`config.mk`:
```
export PLATFORM = sky130hd
export DESIGN_NAME = pifb_flag_bank
export DESIGN_NICKNAME = d
export VERILOG_FILES = /design/src/rtl/pifb_flag_bank.v
export VERILOG_INCLUDE_DIRS = /design/src /design/src/rtl
export SDC_FILE = /design/constraint.sdc
export NUM_CORES = 1
export LEC_CHECK = 0
export BUFFER_PORTS_ARGS = -buffer_cell sky130_fd_sc_hd__buf_2
export CORE_ASPECT_RATIO = 0.5
export CORE_MARGIN = 4
export CORE_UTILIZATION = 40
export CTS_CLUSTER_SIZE = 8
export DETAILED_ROUTE_END_ITERATION = 10
export PLACE_DENSITY = 0.71
export SLEW_MARGIN = 20
export SYNTH_ARGS = -nofsm -noshare
export SYNTH_HDL_FRONTEND = slang
export SYNTH_SLANG_ARGS = --single-unit
export TNS_END_PERCENT = 1
```
`constraint.sdc`:
```
create_clock -name pclk -period 1.43 [get_ports pclk]
set_clock_uncertainty 0.05 [all_clocks]
set_input_delay 0.2145 -clock pclk [delete_from_list [all_inputs] [get_ports pclk]]
set_output_delay 0.2145 -clock pclk [all_outputs]
set_load 0.005 [all_outputs]
```
`src/rtl/pifb_consts.vh`:
```
// register map, field positions, masks and reset values of the flag bank
`ifndef PIFB_CONSTS_VH
`define PIFB_CONSTS_VH

// apb byte offsets, one aligned word per register
`define PIFB_OFF_FLAGS_1    8'h00
`define PIFB_OFF_FLAGS_2    8'h04
`define PIFB_OFF_FLAGS_3    8'h08
`define PIFB_OFF_FLAGS_4    8'h0c
`define PIFB_OFF_FLAGS_5    8'h10
`define PIFB_OFF_ENABLE_1   8'h14
`define PIFB_OFF_ENABLE_2   8'h18
`define PIFB_OFF_ENABLE_3   8'h1c
`define PIFB_OFF_ENABLE_4   8'h20
`define PIFB_OFF_ENABLE_5   8'h24
`define PIFB_OFF_CONTROL    8'h28
`define PIFB_OFF_STATUS     8'h2c

// flag positions in periph_request_flags_1
`define PIFB_BIT_OSC_FAIL   7
`define PIFB_BIT_CLK_SW     6
`define PIFB_BIT_CONV       0
// flag positions in periph_request_flags_2
`define PIFB_BIT_ZERO_X     6
`define PIFB_BIT_COMP_TWO   1
`define PIFB_BIT_COMP_ONE   0
// flag positions in periph_request_flags_3
`define PIFB_BIT_RX_PEND    5
`define PIFB_BIT_TX_ROOM    4
`define PIFB_BIT_COLLISION  1
`define PIFB_BIT_SYNC_EVT   0
// flag positions in periph_request_flags_4
`define PIFB_BIT_TIMER8     1
`define PIFB_BIT_TIMER16    0
// flag positions in periph_request_flags_5
`define PIFB_BIT_CELL_LO    4
`define PIFB_BIT_GATE_DONE  0

// implemented bits per request register
`define PIFB_IMPL_1         8'hc1
`define PIFB_IMPL_2         8'h43
`define PIFB_IMPL_3         8'h33
`define PIFB_IMPL_4         8'h03
`define PIFB_IMPL_5         8'hf1
// read-only (status driven) bits per request register
`define PIFB_RO_3           8'h30

// control register fields
`define PIFB_CTL_GLOBAL_EN  0
`define PIFB_CTL_ZC_RISE_EN 1
`define PIFB_CTL_ZC_FALL_EN 2
`define PIFB_CTL_MASK       8'h07
// status register fields
`define PIFB_STS_SHIFT_EMPTY 0
`define PIFB_STS_IRQ_PEND    1

// reset values
`define PIFB_RST_FLAGS      8'h00
`define PIFB_RST_ENABLE     8'h00
`define PIFB_RST_CONTROL    8'h00

`endif

```
`src/rtl/pifb_flag_bank.v`:
```
// peripheral interrupt request flag bank with apb register access
// Contract
// - oscillator fail-safe event sets its flag; stays until software clears
// - clock switch ready sets its flag; stays until software clears
// - conversion complete sets converter flag; zero while none pending
// - unimplemented request bits always read zero
// - every flag resets to zero on any reset
// - enabled rising or falling zero-cross event sets its flag
// - comparator flags set on interrupt; second exists only on larger variant
// - receive flag is read-only, high while receive buffer holds data
// - transmit flag is read-only, high while transmit buffer has room
// - transmit flag shows room only; shift-empty status is separate
// - bus collision sets collision flag until software clears
// - synchronous port completion sets its flag; software clears
// - timer8 flag on postscale overflow, or period match at ratio one
// - timer16 overflow sets its flag until software clears
// - four logic cell flags in upper bits of fifth register
// - timer16 gate going inactive sets gate done flag
// - hardware-set flags are read/write; software clears by writing zero
// - no request interrupts without its enable and global enable
//
// Design decisions made here: the APB interface to the registers and the register offsets.
`timescale 1ns/10ps

`include "pifb_consts.vh"

module pifb_flag_bank #(
    parameter HAS_COMP_TWO = 1
) (
    input  wire        pclk,
    input  wire        presetn,
    input  wire        psel,
    input  wire        penable,
    input  wire        pwrite,
    input  wire [7:0]  paddr,
    input  wire [31:0] pwdata,
    input  wire [3:0]  pstrb,
    output wire [31:0] prdata,
    output wire        pready,
    output wire        pslverr,
    input  wire        osc_fail_evt,
    input  wire        clk_switch_ready_evt,
    input  wire        conv_done_evt,
    input  wire        zc_rise_evt,
    input  wire        zc_fall_evt,
    input  wire        comp_one_evt,
    input  wire        comp_two_evt,
    input  wire        rx_buf_not_empty,
    input  wire        tx_buf_has_room,
    input  wire        tx_shift_empty,
    input  wire        sync_collision_evt,
    input  wire        sync_done_evt,
    input  wire        timer8_postscale_ovf_evt,
    input  wire        timer8_period_match_evt,
    input  wire        timer8_ratio_one,
    input  wire        timer16_ovf_evt,
    input  wire        timer16_gate,
    input  wire [3:0]  logic_cell_evt,
    output wire        periph_irq_req
);

    // implemented bits; the comparator two flag vanishes on the small variant
    localparam [7:0]  IMPL_2_EFF = (HAS_COMP_TWO != 0) ? `PIFB_IMPL_2
                                   : (`PIFB_IMPL_2 & ~(8'h01 << `PIFB_BIT_COMP_TWO));
    localparam [39:0] IMPL_MASK  = {`PIFB_IMPL_5, `PIFB_IMPL_4, `PIFB_IMPL_3,
                                    IMPL_2_EFF, `PIFB_IMPL_1};
    localparam [39:0] RO_MASK    = {8'h00, 8'h00, `PIFB_RO_3, 8'h00, 8'h00};
    localparam [39:0] FLAG_RST   = {5{`PIFB_RST_FLAGS}};
    localparam [39:0] ENA_RST    = {5{`PIFB_RST_ENABLE}};

    reg  [39:0] flag_ff;
    reg  [39:0] nxt_flag;
    reg  [39:0] enable_ff;
    reg  [39:0] nxt_enable;
    reg  [7:0]  control_ff;
    reg  [7:0]  nxt_control;
    reg         gate_prev_ff;
    reg         shift_empty_ff;
    reg  [31:0] prdata_ff;
    reg  [31:0] nxt_prdata;
    reg         pready_ff;
    reg         pslverr_ff;
    reg         nxt_pslverr;
    reg         irq_ff;
    reg  [39:0] hw_set;
    reg  [39:0] hw_level;
    reg  [4:0]  flag_wr;
    reg  [4:0]  enable_wr;
    reg         control_wr;
    reg         addr_hit;
    wire        setup_phase;
    wire        access_done;
    wire        lane0_wr;
    wire        gate_fall;
    wire        zc_event;
    wire        timer8_event;
    wire        irq_any;

    // every register is a plain flop, so the bank never stretches an access;
    // a wait state would only hold the master without buying anything
    // the read value is captured at the setup edge, so an event landing on
    // that very edge is seen by the next read, not this one
    // hazard: a master that drops psel early still gets pready one cycle
    // later; the write then does not land because psel is low
    // apb handshake: one wait-free access cycle after each setup cycle
    assign setup_phase = psel & ~penable;
    assign access_done = psel & penable & pready_ff;
    // registers are 8 bits wide, so only byte lane 0 carries data
    assign lane0_wr    = access_done & pwrite & pstrb[0];

    // writes to unmapped offsets and to the status word fall to the default
    // branch and change nothing; the error flag comes from the read decode
    // a cleared strobe for lane 0 leaves every register untouched
    // register write decode
    always @* begin
        flag_wr    = 5'h00;
        enable_wr  = 5'h00;
        control_wr = 1'b0;
        case (paddr)
            `PIFB_OFF_FLAGS_1: begin
                flag_wr[0] = lane0_wr;
            end
            `PIFB_OFF_FLAGS_2: begin
                flag_wr[1] = lane0_wr;
            end
            `PIFB_OFF_FLAGS_3: begin
                flag_wr[2] = lane0_wr;
            end
            `PIFB_OFF_FLAGS_4: begin
                flag_wr[3] = lane0_wr;
            end
            `PIFB_OFF_FLAGS_5: begin
                flag_wr[4] = lane0_wr;
            end
            `PIFB_OFF_ENABLE_1: begin
                enable_wr[0] = lane0_wr;
            end
            `PIFB_OFF_ENABLE_2: begin
                enable_wr[1] = lane0_wr;
            end
            `PIFB_OFF_ENABLE_3: begin
                enable_wr[2] = lane0_wr;
            end
            `PIFB_OFF_ENABLE_4: begin
                enable_wr[3] = lane0_wr;
            end
            `PIFB_OFF_ENABLE_5: begin
                enable_wr[4] = lane0_wr;
            end
            `PIFB_OFF_CONTROL: begin
                control_wr = lane0_wr;
            end
            default: begin
                control_wr = 1'b0;
            end
        endcase
    end

    // the previous gate level resets low, so a gate that is already low at
    // reset release cannot fake an end of acquisition
    // limitation: a gate that is high at release and falls before the first
    // clock edge never sets the flag, though it is a real end of acquisition
    // gate fall detect
    assign gate_fall = gate_prev_ff & ~timer16_gate;

    // both edge enables reset low, so no zero-cross flag appears until
    // software picks at least one edge
    // edge enables qualify
    assign zc_event = (zc_rise_evt & control_ff[`PIFB_CTL_ZC_RISE_EN]) |
                      (zc_fall_evt & control_ff[`PIFB_CTL_ZC_FALL_EN]);

    assign timer8_event = timer8_ratio_one ? timer8_period_match_evt
                                           : timer8_postscale_ovf_evt;

    // events are taken as levels: each high cycle sets the flag again, so a
    // held event keeps the flag up even against software clears
    // status levels go in a separate vector since they are copied, not set
    // map every peripheral event onto its flag position
    always @* begin
        hw_set   = 40'h00_0000_0000;
        hw_level = 40'h00_0000_0000;
        hw_set[`PIFB_BIT_OSC_FAIL]        = osc_fail_evt;
        hw_set[`PIFB_BIT_CLK_SW]          = clk_switch_ready_evt;
        hw_set[`PIFB_BIT_CONV]            = conv_done_evt;
        hw_set[8 + `PIFB_BIT_ZERO_X]      = zc_event;
        hw_set[8 + `PIFB_BIT_COMP_TWO]    = comp_two_evt;
        hw_set[8 + `PIFB_BIT_COMP_ONE]    = comp_one_evt;
        hw_set[16 + `PIFB_BIT_COLLISION]  = sync_collision_evt;
        hw_set[16 + `PIFB_BIT_SYNC_EVT]   = sync_done_evt;
        hw_set[24 + `PIFB_BIT_TIMER8]     = timer8_event;
        hw_set[24 + `PIFB_BIT_TIMER16]    = timer16_ovf_evt;
        hw_set[32 + `PIFB_BIT_CELL_LO +: 4] = logic_cell_evt;
        hw_set[32 + `PIFB_BIT_GATE_DONE]  = gate_fall;
        hw_level[16 + `PIFB_BIT_RX_PEND]  = rx_buf_not_empty;
        hw_level[16 + `PIFB_BIT_TX_ROOM]  = tx_buf_has_room;
    end

    // priority per bit: unimplemented, then read-only status, then the
    // hardware set, then the software write, then hold
    // putting the set above the write means a clear in the same cycle as
    // an event loses, so no event is ever dropped; the cost is that
    // software must read back to be sure a clear took effect
    // per-bit next state of flags and enables
    genvar gi;
    generate
        for (gi = 0; gi < 40; gi = gi + 1) begin : g_bit
            always @* begin
                if (IMPL_MASK[gi] == 1'b0) begin
                    nxt_flag[gi] = 1'b0;
                end else if (RO_MASK[gi]) begin
                    nxt_flag[gi] = hw_level[gi];
                end else if (hw_set[gi]) begin
                    nxt_flag[gi] = 1'b1;
                end else if (flag_wr[gi / 8]) begin
                    nxt_flag[gi] = pwdata[gi % 8];
                end else begin
                    nxt_flag[gi] = flag_ff[gi];
                end
            end

            always @* begin
                if (IMPL_MASK[gi] == 1'b0) begin
                    nxt_enable[gi] = 1'b0;
                end else if (enable_wr[gi / 8]) begin
                    nxt_enable[gi] = pwdata[gi % 8];
                end else begin
                    nxt_enable[gi] = enable_ff[gi];
                end
            end
        end
    endgenerate

    // unused control bits are masked on write so they always read zero
    // control register next state
    always @* begin
        if (control_wr) begin
            nxt_control = pwdata[7:0] & `PIFB_CTL_MASK;
        end else begin
            nxt_control = control_ff;
        end
    end

    // enables exist only on implemented bits, so a stray enable write
    // cannot gate a bit that never sets; the request is registered below
    // and so appears one cycle after the flag
    // enable and global gating
    assign irq_any = (|(flag_ff & enable_ff)) & control_ff[`PIFB_CTL_GLOBAL_EN];

    // upper data bits stay zero for every register, mapped or not
    // an unmapped read gives zero data together with the error flag
    // read data and error answer, prepared in the setup cycle
    always @* begin
        nxt_prdata = 32'h0000_0000;
        addr_hit   = 1'b1;
        case (paddr)
            `PIFB_OFF_FLAGS_1: begin
                nxt_prdata[7:0] = flag_ff[7:0];
            end
            `PIFB_OFF_FLAGS_2: begin
                nxt_prdata[7:0] = flag_ff[15:8];
            end
            `PIFB_OFF_FLAGS_3: begin
                nxt_prdata[7:0] = flag_ff[23:16];
            end
            `PIFB_OFF_FLAGS_4: begin
                nxt_prdata[7:0] = flag_ff[31:24];
            end
            `PIFB_OFF_FLAGS_5: begin
                nxt_prdata[7:0] = flag_ff[39:32];
            end
            `PIFB_OFF_ENABLE_1: begin
                nxt_prdata[7:0] = enable_ff[7:0];
            end
            `PIFB_OFF_ENABLE_2: begin
                nxt_prdata[7:0] = enable_ff[15:8];
            end
            `PIFB_OFF_ENABLE_3: begin
                nxt_prdata[7:0] = enable_ff[23:16];
            end
            `PIFB_OFF_ENABLE_4: begin
                nxt_prdata[7:0] = enable_ff[31:24];
            end
            `PIFB_OFF_ENABLE_5: begin
                nxt_prdata[7:0] = enable_ff[39:32];
            end
            `PIFB_OFF_CONTROL: begin
                nxt_prdata[7:0] = control_ff;
            end
            `PIFB_OFF_STATUS: begin
                nxt_prdata[`PIFB_STS_SHIFT_EMPTY] = shift_empty_ff;
                nxt_prdata[`PIFB_STS_IRQ_PEND]    = irq_ff;
            end
            default: begin
                addr_hit = 1'b0;
            end
        endcase
        // unmapped: data zero, error flagged
        nxt_pslverr = ~addr_hit;
    end

    // reset only loads constants; the status copies restart from zero and
    // catch up one cycle after release
    // all state resets to zero
    always @(posedge pclk or negedge presetn) begin
        if (!presetn) begin
            flag_ff        <= FLAG_RST;
            enable_ff      <= ENA_RST;
            control_ff     <= `PIFB_RST_CONTROL;
            gate_prev_ff   <= 1'b0;
            shift_empty_ff <= 1'b0;
            irq_ff         <= 1'b0;
        end else begin
            flag_ff        <= nxt_flag;
            enable_ff      <= nxt_enable;
            control_ff     <= nxt_control;
            gate_prev_ff   <= timer16_gate;
            shift_empty_ff <= tx_shift_empty;
            irq_ff         <= irq_any;
        end
    end

    // answer flops clear outside the access cycle so a stale read value
    // never stands on the bus; writes return zero data
    // apb answer flops; pready is high only in the access cycle
    always @(posedge pclk or negedge presetn) begin
        if (!presetn) begin
            prdata_ff  <= 32'h0000_0000;
            pready_ff  <= 1'b0;
            pslverr_ff <= 1'b0;
        end else begin
            pready_ff <= setup_phase;
            if (setup_phase) begin
                // read data snapshot is one cycle old at the access edge
                prdata_ff  <= pwrite ? 32'h0000_0000 : nxt_prdata;
                pslverr_ff <= nxt_pslverr;
            end else begin
                prdata_ff  <= 32'h0000_0000;
                pslverr_ff <= 1'b0;
            end
        end
    end

    assign prdata         = prdata_ff;
    assign pready         = pready_ff;
    assign pslverr        = pslverr_ff;
    assign periph_irq_req = irq_ff;

endmodule // pifb_flag_bank

```
==> impl_metrics.json <==
{
  "hold_ws_ps": 54.7,
  "finalWorstPathRequiredPeriod_ps": 1430,
  "drt_iter0_drc": 258,
  "numPortBuffers": 51,
  "row_count": 20,
  "cts_max_path_buffers": 2,
  "clk_pin_slew_ps": 70,
  "wl_per_cell_um": 17.5,
  "layout_commonest_cell": "buf_2",
  "p_leak_nw": 1.70,
  "syn_avg_cell_area_um2": 11.1,
  "max_freq_mhz": 698,
  "fill_cells": 538,
  "gp_congestion": 0.907,
  "multi_input_area_mm2": 0.00131,
  "synth-seq-area-share_pct": 46.3,
  "clock_sinks": 49,
  "regArea_mm2": 0.00123,
  "timing.critical_path.buf_inv": 0,
  "path_cells": "and4_4 -> and2_4 -> nand2_4 -> mux2_2",
  "fin_nets": 409,
  "final_cell_mix": "buf_2, dfrtp_1, buf_4",
  "synth-seq-cells": 49,
  "die_x_um": 123,
  "fin_ws_ps": -2.54,
  "antenna_left": 0,
  "grt_pass1_vias": 2283,
  "cts_made_buffers": 5,
  "ys.flop_type": "dfrtp_1",
  "synthArstFlopShare_pct": 100,
  "overflow": 0,
  "die_h_um": 65.5,
  "ys.warnings.count": 0,
  "cp_slowest_cell": "dfrtp_1",
  "yosysUniqueCellTypes": 49,
  "hpwl_um": 5820,
  "maxSlewViolCount": 0,
  "endpoint_kind": "register",
  "drive_above_1_share_pct": 43.4,
  "hold_violations": 0,
  "syn2layout_area_growth_pct": 31.6,
  "route.detailed.drc": 0,
  "violations": "setup timing",
  "track_usage_pct": 19.3,
  "yosys.area.top_type": "dfrtp_1",
  "critical_path_class": "reg2reg",
  "p_per_area_mw_per_mm2": 830,
  "coreArea_mm2": 0.00623,
  "clk_latency_ps": 290,
  "vias": 2275,
  "critPathTopFamily": "simple AND/OR/NAND/NOR gates",
  "grt_pass1_wl_um": 11900,
  "ioPinCount": 105,
  "setup_viol": 1,
  "drtPass1Iterations": 5,
  "ctsRootBufferMaster": "clkbuf_16",
  "arrival_ps": 1550,
  "fin_setup_tns_ps": -2.54,
  "viasPerCell": 5.33,
  "grt_antenna_before_repair": 0,
  "dieArea_mm2": 0.00807,
  "cts_htree_levels": 2,
  "wirelength_um": 7450,
  "crit_path_start_kind": "register",
  "yosysTopAreaCellShare_pct": 46.3,
  "crit_fanout": 6,
  "maxCapViolCount": 0,
  "grt_start_max_net_pins": 50,
  "grt_setup_unrepaired": "true",
  "yosys-top-cells-area": "dfrtp_1, mux2_2, buf_4",
  "synth_edf_count": 0,
  "max-vdd-ir-drop_mv": 0.438,
  "hold_class": "in2reg",
  "post_cts_buffers": 0,
  "n_antenna_cell": 0,
  "cts_tree": "done",
  "status": "finished, violations left",
  "synth_area_mm2": 0.00265,
  "critPathRequiredTime_ps": 1550,
  "final.period_utilization_pct": 100,
  "syn_inst": 238,
  "cpPeakStageDelay_ps": 330,
  "initial_core_util_pct": 42.5
}
stage by stage:
step / util [%] / cells / setup WS, ps / instance area (µm²) / power [mW]
finish: 55.9 / 427 / -2.54 / 3480 / 2.89
global route: 55.9 / 427 / -58.3 / 3480 / 2.99
CTS: 55.9 / 427 / -4.20 / 3480 / 2.90
detailed placement: 52.8 / 415 / -185 / 3290 / 1.74
global placement: 52.8 / 415 / -178 / 3290 / 1.73
floorplan: - / 262 / -101 / 2800 / 1.59
registers in the layout, summed over array words and instances (netlist names):
signal	cells
flag_ff	17
prdata	7
pslverr	1
gate_prev_ff	1
shift_empty_ff	1
control_ff	3
periph_irq_req	1
enable_ff	17
pready	1
final cells by class:
type	count	area share, %
Clock buffer	5	3.59
Clock inverter	2	0.395
Inverter	8	0.862
Multi-Input combinational cell	174	37.5
Sequential cell	49	35.2
Tap cell	88	3.16
Timing Repair Buffer	101	19.3
cell families after synthesis:
logic type             Yosys count  share of synthesized area, %
AO/OA/AOI/OAI                   51                          15.2
buffers and inverters           39                          9.64
AND/OR/NAND/NOR                 69                          16.6
other                            1                         0.142
flip-flops                      49                          46.3
multiplexers                    29                          12.1
final timing paths:
path	start	to	slack, ps	depth (start not counted)
worst max-delay path	pready$_DFF_PN0_	enable_ff[17]$_DFFE_PN0P_	-3	4
worst min-delay path	logic_cell_evt[0]	flag_ff[36]$_DFFE_PN0P_	50	2
worst max register to register	pready$_DFF_PN0_	enable_ff[17]$_DFFE_PN0P_	-3	4
worst min register to register	flag_ff[16]$_DFFE_PN0P_	flag_ff[16]$_DFFE_PN0P_	490	1
max in group asynchronous	presetn	pready$_DFF_PN0_	700	3
min in group asynchronous	presetn	enable_ff[0]$_DFFE_PN0P_	390	3
worst reg2reg max path, cell delays in order, from the launching register on:
cell and delay, ps:
dfrtp_1 330, and4_4 270, and2_4 270, nand2_4 100, mux2_2 290
repair_timing:
| item | 4_1_cts | 5_1_grt |
|---|---|---|
| hold endpoints to repair | 53 | 0 |
| pin swaps | 1 | 2 |
| resized for setup | 2 | 1 |
| hold buffers | 5 | 0 |
| setup endpoints to repair | 33 | 22 |
cells in the mapped netlist, types with 4 or more instances:
cell	instances
mux2i_1	4
buf_4	26
nand4_1	5
nor2_1	17
nor3_1	4
mux2_2	25
a22o_1	8
dfrtp_1	49
a21oi_1	4
nand2_1	13
a32oi_1	4
a22oi_1	7
a211o_1	10
inv_1	8
power breakdown:
part           switching, mW  leakage [nW]  internal [mW]
clock                  0.522        0.0701          0.642
sequential           0.00656         0.600           1.40
combinational          0.175          1.03          0.149
routing by layer:
metal | global-route usage (%) | wire length [µm]
met5 | 0 | 0
met4 | 4.41 | 77
met3 | 2.84 | 693
met2 | 29.4 | 3280
met1 | 29.1 | 3400
No activity file was read; power rests on OpenSTA's default activity.
